<file path="config.mk">
export PLATFORM = sky130hd
export DESIGN_NAME = pdl_divider_monitor
export DESIGN_NICKNAME = d
export VERILOG_FILES = /design/src/hw/pdl_pkg.sv /design/src/hw/pdl_divider_monitor.sv
export VERILOG_INCLUDE_DIRS = /design/src /design/src/hw
export SDC_FILE = /design/constraint.sdc
export NUM_CORES = 1
export LEC_CHECK = 0
export BUFFER_PORTS_ARGS = -buffer_cell sky130_fd_sc_hd__buf_2
export CAP_MARGIN = 20
export CORE_ASPECT_RATIO = 0.75
export CORE_MARGIN = 2
export CORE_UTILIZATION = 55
export DETAILED_ROUTE_END_ITERATION = 7
export HOLD_SLACK_MARGIN = 0.05
export PLACE_DENSITY = 0.75
export SLEW_MARGIN = 20
export SYNTH_ARGS = -nofsm -noshare
export SYNTH_HDL_FRONTEND = slang
export SYNTH_SLANG_ARGS = --single-unit
</file>
<file path="constraint.sdc">
create_clock -name CORE_CLK -period 8.35 [get_ports CORE_CLK]
set_input_delay 0.4175 -clock CORE_CLK [delete_from_list [all_inputs] [get_ports CORE_CLK]]
set_output_delay 0.4175 -clock CORE_CLK [all_outputs]
set_load 0.01 [all_outputs]
</file>
<file path="src/hw/pdl_consts.svh">
`ifndef PDL_CONSTS_SVH
`define PDL_CONSTS_SVH
// ==========================================================
// Register offsets (byte addresses, one word each)
`define PDL_REG_CTRL 8'h00
`define PDL_REG_FBDIV 8'h04
`define PDL_REG_PLL2 8'h08
`define PDL_REG_STAT 8'h0c
`define PDL_REG_MASK 8'h10
`define PDL_REG_LIVE 8'h14
`define PDL_REG_CHAN0 8'h20
`define PDL_REG_CHAN4 8'h30
// ==========================================================
// Control register fields
`define PDL_CTRL_FBSEL 0
`define PDL_CTRL_BYPASS 1
`define PDL_CTRL_DBL 2
`define PDL_CTRL_PD 3
`define PDL_CTRL_BLOCK 4
`define PDL_CTRL_REVALIDATION_COUNT_LSB 8
// ==========================================================
// Reset values (the control register resets to 32'h00000304; the CTRL value here is not used)
`define PDL_CTRL_RST 32'h0000_0308
`define PDL_MV0_RST 12'h001
`define PDL_MV1_RST 9'h008
`define PDL_PF_RST 6'h01
`define PDL_MF_RST 9'h008
`define PDL_NX_RST 8'h01
// ==========================================================
// Divider limits and monitor timing
`define PDL_NX_MIN 8'h01
`define PDL_NX_MAX 8'ha0
`define PDL_MISS_EDGES 2'h3
`define PDL_VCO_KHZ 1966080
`endif

</file>
<file path="src/hw/pdl_pkg.sv">
package pdl_pkg;
	typedef struct packed {
		logic [7:0] address;
		logic read;
		logic write;
		logic [31:0] writedata;
	} pdl_bus_req_t;
	typedef struct packed {
		logic feedback_path_select;
		logic first_stage_bypass;
		logic doubler_enable;
		logic loss_ref_divider_powerdown;
		logic loss_flag_block;
		logic [7:0] revalidation_count;
		logic [11:0] primary_feedback_divider;
		logic [8:0] loss_reference_divider;
		logic [5:0] second_stage_predivider;
		logic [8:0] second_stage_feedback_divider;
	} pdl_cfg_t;
	typedef enum logic [1:0] {
		PDL_MON_VALID = 2'b01,
		PDL_MON_LOST = 2'b10
	} pdl_mon_state_t;
endpackage : pdl_pkg

</file>
<file path="src/hw/pdl_divider_monitor.sv">
`timescale 1ns/10ps
`include "pdl_consts.svh"
module pdl_divider_monitor #(
	parameter int NUM_IN = 4,
	parameter int NUM_CH = 5
) (
	// Clock, reset, enable
	input wire logic CORE_CLK,
	input wire logic RST,
	input wire logic CLK_EN,
	// Avalon-MM slave
	input wire logic [7:0] AVS_ADDRESS,
	input wire logic AVS_READ,
	input wire logic AVS_WRITE,
	input wire logic [31:0] AVS_WRITEDATA,
	output logic [31:0] AVS_READDATA,
	output logic AVS_WAITREQUEST,
	// Reference inputs and VCO clock
	input wire logic [NUM_IN-1:0] REF_IN,
	input wire logic [NUM_IN-1:0] REF_DIFF_ZERO,
	input wire logic [NUM_IN-1:0] REF_IS_DIFF,
	input wire logic VCO_CLK_IN,
	// Divider configuration to the analog paths, channel clocks and monitor tick
	output logic [20:0] FIRST_STAGE_FB_RATIO,
	output logic SECOND_STAGE_REF_FROM_BYPASS,
	output logic [5:0] SECOND_STAGE_EFF_PREDIV,
	output logic SECOND_STAGE_DOUBLE,
	output logic [8:0] SECOND_STAGE_FB_DIV,
	output logic [NUM_CH*8-1:0] CHANNEL_DIVIDER,
	output logic [NUM_CH-1:0] CHANNEL_CLK_OUT,
	output logic LOSS_REF_TICK,
	// Status
	output logic [NUM_IN-1:0] INPUT_LOSS_INDICATOR,
	output logic IRQ
);
	// ==========================================================
	// State
	typedef struct packed {
		logic [31:0] readdata;
		logic ack;
		pdl_pkg::pdl_cfg_t cfg;
		logic [NUM_CH-1:0][7:0] nx;
		logic [NUM_CH-1:0][7:0] chcnt;
		logic [NUM_CH-1:0] chout;
		logic [NUM_IN-1:0][2:0] ref_sync;
		logic [2:0] vco_sync;
		logic [8:0] mv1cnt;
		logic tick;
		logic [NUM_IN-1:0][1:0] miss;
		logic [NUM_IN-1:0][7:0] good;
		logic [NUM_IN-1:0] lost;
		logic [NUM_IN-1:0] armed;
		logic [NUM_IN-1:0] stat;
		logic [NUM_IN-1:0] mask;
	} pdl_state_t;

	pdl_state_t r, next_r;
	pdl_pkg::pdl_bus_req_t req;
	logic [NUM_IN-1:0] ref_edge;
	logic [NUM_IN-1:0] zero_loss;
	logic [NUM_IN-1:0] loss_event;
	logic vco_edge;
	logic wr;
	logic rd;
	logic [31:0] ctrl_word;

	assign req = '{address: AVS_ADDRESS, read: AVS_READ, write: AVS_WRITE,
		writedata: AVS_WRITEDATA};
	// Write commits at the edge where waitrequest is seen low
	assign wr = req.write && r.ack;
	assign rd = req.read && !r.ack;

	// ==========================================================
	// Edge detection on synchronised inputs
	always_comb begin
		// An edge counts when the second stage is high and the third is still low
		vco_edge = r.vco_sync[1] && !r.vco_sync[2];
		for (int i = 0; i < NUM_IN; i++) begin
			ref_edge[i] = r.ref_sync[i][1] && !r.ref_sync[i][2];
			zero_loss[i] = REF_IS_DIFF[i] && REF_DIFF_ZERO[i];
		end
	end

	assign ctrl_word = {16'h0000, r.cfg.revalidation_count, 3'h0, r.cfg.loss_flag_block,
		r.cfg.loss_ref_divider_powerdown, r.cfg.doubler_enable,
		r.cfg.first_stage_bypass, r.cfg.feedback_path_select};

	// ==========================================================
	// Next state
	always_comb begin
		next_r = r;
		next_r.ack = (req.read || req.write) && !r.ack;
		loss_event = '0;
		for (int i = 0; i < NUM_IN; i++) begin
			next_r.ref_sync[i] = {r.ref_sync[i][1:0], REF_IN[i]};
		end
		next_r.vco_sync = {r.vco_sync[1:0], VCO_CLK_IN};
		// Loss-reference tick: VCO divided by the loss-ref divider
		next_r.tick = 1'b0;
		if (vco_edge && !r.cfg.loss_ref_divider_powerdown) begin
			if (r.mv1cnt + 9'h001 >= r.cfg.loss_reference_divider) begin
				next_r.mv1cnt = '0;
				next_r.tick = 1'b1;
			end else begin
				next_r.mv1cnt = r.mv1cnt + 9'h001;
			end
		end
		// Channel dividers, clamped to 1..160
		for (int c = 0; c < NUM_CH; c++) begin
			if (vco_edge) begin
				if (r.chcnt[c] + 8'h01 >= r.nx[c]) begin
					next_r.chcnt[c] = '0;
					next_r.chout[c] = 1'b1;
				end else begin
					next_r.chcnt[c] = r.chcnt[c] + 8'h01;
					if (r.chcnt[c] + 8'h01 >= (r.nx[c] >> 1)) begin
						next_r.chout[c] = 1'b0;
					end
				end
			end
		end
		// Input monitors
		for (int i = 0; i < NUM_IN; i++) begin
			if (ref_edge[i] && !zero_loss[i]) begin
				next_r.miss[i] = '0;
			end else if (r.tick && r.miss[i] != `PDL_MISS_EDGES) begin
				next_r.miss[i] = r.miss[i] + 2'h1;
			end
			if (!r.lost[i]) begin
				// Reference faster than input trips here early; slower delays it
				if ((r.tick && r.miss[i] == `PDL_MISS_EDGES - 2'h1 && !ref_edge[i])
					|| zero_loss[i]) begin
					next_r.lost[i] = 1'b1;
					next_r.good[i] = '0;
					loss_event[i] = r.armed[i] && !r.cfg.loss_flag_block;
				end
			end else if (ref_edge[i] && !zero_loss[i]) begin
				if (r.good[i] + 8'h01 >= r.cfg.revalidation_count) begin
					next_r.lost[i] = 1'b0;
				end else begin
					next_r.good[i] = r.good[i] + 8'h01;
				end
			end else if (r.tick && r.miss[i] != '0) begin
				next_r.good[i] = '0;
			end
		end
		// Register writes
		if (wr) begin
			case (req.address)
				`PDL_REG_CTRL: begin
					next_r.cfg.feedback_path_select = req.writedata[`PDL_CTRL_FBSEL];
					next_r.cfg.first_stage_bypass = req.writedata[`PDL_CTRL_BYPASS];
					next_r.cfg.doubler_enable = req.writedata[`PDL_CTRL_DBL];
					next_r.cfg.loss_ref_divider_powerdown = req.writedata[`PDL_CTRL_PD];
					next_r.cfg.loss_flag_block = req.writedata[`PDL_CTRL_BLOCK];
					next_r.cfg.revalidation_count = req.writedata[`PDL_CTRL_REVALIDATION_COUNT_LSB +: 8];
				end
				`PDL_REG_FBDIV: begin
					next_r.cfg.primary_feedback_divider = req.writedata[11:0];
					next_r.cfg.loss_reference_divider = req.writedata[24:16];
				end
				`PDL_REG_PLL2: begin
					next_r.cfg.second_stage_predivider = req.writedata[5:0];
					next_r.cfg.second_stage_feedback_divider = req.writedata[24:16];
				end
				`PDL_REG_STAT: begin
					// Write one to clear; clearing re-arms the input
					for (int i = 0; i < NUM_IN; i++) begin
						if (req.writedata[i]) begin
							next_r.stat[i] = 1'b0;
							next_r.armed[i] = 1'b1;
						end
					end
				end
				`PDL_REG_MASK: begin
					next_r.mask = req.writedata[NUM_IN-1:0];
				end
				default: begin
					for (int c = 0; c < NUM_CH; c++) begin
						if (req.address == `PDL_REG_CHAN0 + 8'(4 * c)) begin
							if (req.writedata[7:0] < `PDL_NX_MIN) begin
								next_r.nx[c] = `PDL_NX_MIN;
							end else if (req.writedata[7:0] > `PDL_NX_MAX) begin
								next_r.nx[c] = `PDL_NX_MAX;
							end else begin
								next_r.nx[c] = req.writedata[7:0];
							end
						end
					end
				end
			endcase
		end
		// Set wins over clear
		for (int i = 0; i < NUM_IN; i++) begin
			if (loss_event[i]) begin
				next_r.stat[i] = 1'b1;
				next_r.armed[i] = 1'b0;
			end
		end
		// Register reads; unmapped reads return zero
		if (rd) begin
			case (req.address)
				`PDL_REG_CTRL: next_r.readdata = ctrl_word;
				`PDL_REG_FBDIV: next_r.readdata = {7'h00, r.cfg.loss_reference_divider,
					4'h0, r.cfg.primary_feedback_divider};
				`PDL_REG_PLL2: next_r.readdata = {7'h00, r.cfg.second_stage_feedback_divider,
					10'h000, r.cfg.second_stage_predivider};
				`PDL_REG_STAT: next_r.readdata = 32'(r.stat);
				`PDL_REG_MASK: next_r.readdata = 32'(r.mask);
				`PDL_REG_LIVE: next_r.readdata = 32'(r.lost);
				default: begin
					next_r.readdata = '0;
					for (int c = 0; c < NUM_CH; c++) begin
						if (req.address == `PDL_REG_CHAN0 + 8'(4 * c)) begin
							next_r.readdata = 32'(r.nx[c]);
						end
					end
				end
			endcase
		end
	end

	// ==========================================================
	// Registers
	always_ff @(posedge CORE_CLK) begin
		if (RST) begin
			r <= '0;
			r.cfg.feedback_path_select <= 1'b0;
			r.cfg.doubler_enable <= 1'b1;
			r.cfg.revalidation_count <= 8'h03;
			r.cfg.primary_feedback_divider <= `PDL_MV0_RST;
			r.cfg.loss_reference_divider <= `PDL_MV1_RST;
			r.cfg.second_stage_predivider <= `PDL_PF_RST;
			r.cfg.second_stage_feedback_divider <= `PDL_MF_RST;
			r.nx <= {NUM_CH{`PDL_NX_RST}};
			r.armed <= '1;
		end else if (CLK_EN) begin
			r <= next_r;
		end
	end

	// ==========================================================
	// Outputs
	assign AVS_READDATA = r.readdata;
	assign AVS_WAITREQUEST = (AVS_READ || AVS_WRITE) && !r.ack;
	always_comb begin
		// Select 1 folds the loss-ref divider into the first-stage loop
		if (r.cfg.feedback_path_select) begin
			FIRST_STAGE_FB_RATIO = r.cfg.primary_feedback_divider
				* r.cfg.loss_reference_divider;
		end else begin
			FIRST_STAGE_FB_RATIO = 21'(r.cfg.primary_feedback_divider);
		end
	end
	assign SECOND_STAGE_REF_FROM_BYPASS = r.cfg.first_stage_bypass;
	assign SECOND_STAGE_DOUBLE = r.cfg.doubler_enable;
	assign SECOND_STAGE_EFF_PREDIV = r.cfg.doubler_enable ? 6'h01
		: r.cfg.second_stage_predivider;
	assign SECOND_STAGE_FB_DIV = r.cfg.second_stage_feedback_divider;
	assign CHANNEL_DIVIDER = r.nx;
	assign CHANNEL_CLK_OUT = r.chout;
	assign LOSS_REF_TICK = r.tick;
	assign INPUT_LOSS_INDICATOR = r.lost;
	assign IRQ = |(r.stat & r.mask);
endmodule : pdl_divider_monitor

</file>
==> flow_summary_export.csv <==
group,metric,value,unit
clock_tree,level_count_of_the_clock_h_tree,1,
clock_tree,clkTransAtPathRegs,60,ps
critical_path,cp-start-kind,"flop",
floorplan,io-pin-count,180,
sta,setup_tns,0,ps
global_routing,number_of_global_route_vias_before_repair,14631,
clock_tree,ctsRootBufferMaster,"clkbuf_16",
global_routing,globalRouteTotalUtil,27.3,%
clock_tree,cts_buffers,26,
status,status,"finished clean",
drt,post_route_wl,47300,um
sta,finalWorstPathRequiredPeriod,6310,ps
sta,hold-worst-slack,95.4,ps
layout,final_cell_area,19300,um^2
clock_tree,post-cts-setup-buffer-count,0,
floorplan,effective_utilization_at_floorplan,55.7,%
clock_tree,cts_repair_resize_count,0,
layout,multi_input_area,11400,um^2
floorplan,coreArea,32200,um^2
synth,netlist-cell-type-count,64,
power_and_ir_drop,p_leak,8.76,nW
global_routing,grt_first_pass_wirelength,75400,um
power_and_ir_drop,vdd_drop_max,0.125,mV
synth,sequential_to_total_area_share_from_yosys_stat,26.9,%
layout,nFillCells,2871,
synth,fraction_of_synthesis_flops_using_an_asynchronous_set_or_reset_pin,0,%
floorplan,die_h,160,um
floorplan,placementRows,57,
sta,timing.clock.skew,18.3,ps
drt,avgRoutedWirePerCell,17.5,um
drt,drcViolationCount,0,
drt,first_iter_violations,1411,
layout,layout-drive-gt1-share,11.1,%
critical_path,worst_path_max_delay_cell,"dfxtp_1",
synth,ys_warn_count,0,
drt,avgViaCountPerCell,5.77,
critical_path,timing.critical_path.arrival,5890,ps
layout,utilization,59.7,%
critical_path,cp_slowest_stage_delay,700,ps
sta,timing_max_transition_violations_final,0,
layout,final_net_count,2537,
sta,final.period_utilization,75.5,%
critical_path,timing_worst_setup_path_type,"reg -> out",
clock_tree,cts.hold.buffers_added,0,
place,place_hpwl,35100,um
global_routing,gr-total-overflow,0,
clock_tree,clock_latency_reported_for_the_late_side_of_the_worst_skew_pair,560,ps
drt,vias,15541,
power_and_ir_drop,power_dens_cells,131,nW/um^2
clock_tree,cts_sinks,241,
synth,primary_flip_flop_cell_chosen_by_synthesis_mapping,"dfxtp_1",
clock_tree,cts_tree,"built",
sta,finalSetupViolations,0,
run,maxCapViolCount,0,
critical_path,critPathRequiredTime,7930,ps
place,postPlaceCellArea,18400,um^2
sta,grt_setup_unrepaired,"false",
drt,detail-route-antenna-nets,0,
drt,drtPass1Iterations,7,
place,io_buffer_count,165,
synth,synth.ff_latch_count,241,
synth,syn-instance-count,2214,
critical_path,critical_path.most_common_cell,"fa_1",
synth,synth.cell_area,18000,um^2
global_routing,maximum_number_of_pins_on_one_net_before_global_route_repair,92,
sta,slew_headroom,33.9,%
critical_path,kind_of_capture_point_of_the_worst_setup_path,"output pin",
place,place.gp.congestion,0.926,
floorplan,die_x,213,um
critical_path,critical_path.cell_chain,"nand2_1 -> fa_1 -> fa_1 -> inv_1 -> fa_1 -> inv_1 -> fa_1 -> inv_1 -> ha_1 -> a21o_1 -> a221oi_2 -> nor3_2 -> a2111oi_4 -> o21bai_1 -> xor2_1 -> and2_1 -> buf_2",
synth,synth-edff-count,0,
hold_path,worst_hold_path_type,"in -> reg",
global_routing,grt_antenna_before_repair,6,
sta,worst_slew_pin_slew,991,ps
sta,fmax,0.159,GHz
clock_tree,ctsLongestPathBuffers,3,
layout,reg_area,4820,um^2
layout,area_growth_syn_to_layout,7.25,%
critical_path,critical_path_peak_fanout,15,
floorplan,die_area,34100,um^2
sta,timing.final.hold_violations,0,
synth,synth.avg_cell_area,8.11,um^2
layout by cell type, fill, tap and decap left out, types with 11 or more instances in the layout:
master | netlist | routed
nand2_1 | 281 | 281
dfxtp_1 | 241 | 241
a21oi_1 | 187 | 187
inv_1 | 185 | 185
ha_1 | 179 | 179
nor2_1 | 178 | 177
buf_2 | 10 | 164
o21ai_0 | 87 | 87
and2_1 | 72 | 72
fa_1 | 71 | 71
nand3_1 | 68 | 68
xnor2_1 | 55 | 55
xor2_1 | 47 | 47
mux2i_1 | 38 | 38
and3_1 | 28 | 28
a21o_1 | 27 | 27
clkbuf_16 | 0 | 26
nor3_1 | 22 | 22
o211ai_1 | 21 | 21
a22oi_1 | 19 | 19
nand4_1 | 18 | 18
a221oi_1 | 18 | 18
nand2b_1 | 17 | 17
nor2b_1 | 13 | 13
mux2_2 | 13 | 13
a211oi_1 | 11 | 11
routing by layer:
| layer | global-route usage, % | share of wire [%] |
|---|---|---|
| met1 | 37.5 | 44 |
| met2 | 43.2 | 44 |
| met3 | 5.69 | 8.2 |
| met4 | 8.42 | 3.1 |
| met5 | 0 | 0.053 |
stage by stage:
stage          worst slack [ps]  power (mW)  std cells
2_1_floorplan              3180        1.31       2220
3_5_place_dp               2670        1.36       2643
3_3_place_gp               2760        1.35       2643
6_report                   2040        2.53       2695
4_1_cts                    2090        2.55       2691
5_1_grt                    1760        2.61       2694
where the power goes:
part	leakage (nW)	internal, mW	switching, mW	total (mW)
clock network	0.432	0.696	0.496	1.19
registers	1.95	1.17	0.0169	1.18
logic	6.38	0.0479	0.106	0.154
worst paths after layout:
path | startpoint | endpoint | slack (ps) | cells after the start
min reg2reg | AVS_READDATA[12]$_SDFFE_PP0P_ | AVS_READDATA[12]$_SDFFE_PP0P_ | 450 | 2
min | VCO_CLK_IN | next_r[67]$_SDFFE_PP0P_ | 100 | 3
max reg2reg | r[57]$_SDFFE_PP0P_ | r[58]$_SDFFE_PP0P_ | 5260 | 11
max | r[188]$_SDFFE_PP0P_ | FIRST_STAGE_FB_RATIO[18] | 2040 | 17
cells by family (layout without fill, tap and decap cells):
| family | after synthesis | after routing | synth area share, % |
|---|---|---|---|
| AOI/OAI and AO/OA | 451 | 451 | 15.6 |
| xor gates and xnor gates | 102 | 102 | 4.98 |
| adders and majority gates | 250 | 250 | 20.4 |
| buffers and inverters | 380 | 409 | 10.0 |
| DFF | 241 | 241 | 26.9 |
| muxes | 51 | 51 | 2.93 |
| other | 1 | 11 | 0.0209 |
| and+or+nand+nor | 738 | 738 | 19.1 |
sequential cells by signal, indices dropped and copies added, names as in the netlist, 4 cells and up:
| signal | flops |
|---|---|
| r | 134 |
| CHANNEL_DIVIDER | 40 |
| AVS_READDATA | 25 |
| ctrl_word | 11 |
| next_r | 10 |
| SECOND_STAGE_FB_DIV | 9 |
| CHANNEL_CLK_OUT | 5 |
| INPUT_LOSS_INDICATOR | 4 |
final cells by class:
cell class	instances	area share, %
multi-input combinational	1599	59.1
sequential	241	25.1
timing repair buffer	174	4.67
inverter	187	3.65
antenna	4	0.0520
tap	442	2.87
clock inverter	15	0.923
clock buffer	33	3.67
worst max-delay path, delay by kind of cell, from the launching register on:
kind / cells / cell delay [ps]
flip-flops: 1 / 700
buffers and inverters: 4 / 290
XOR/XNOR: 1 / 160
AND/OR/NAND/NOR: 3 / 440
AO/OA/AOI/OAI: 4 / 1270
adder cells (fa/ha/maj): 5 / 2480
synthesized netlist by cell type (11+ instances only):
master      n  area (um^2)
a211oi_1   11         82.6
a21o_1     27          203
a21oi_1   187          936
a221oi_1   18          158
a22oi_1    19          143
and2_1     72          450
and3_1     28          175
buf_4      94          706
clkbuf_1   86          323
dfxtp_1   241         4820
fa_1       71         1420
ha_1      179         2240
inv_1     185          694
mux2_2     13          146
mux2i_1    38          380
nand2_1   281         1050
nand2b_1   17          106
nand3_1    68          340
nand4_1    18          113
nor2_1    178          668
nor2b_1    13         81.3
nor3_1     22          110
o211ai_1   21          158
o21ai_0    87          435
xnor2_1    55          482
xor2_1     47          412
Note: power is estimated with default switching activity, not from simulation.
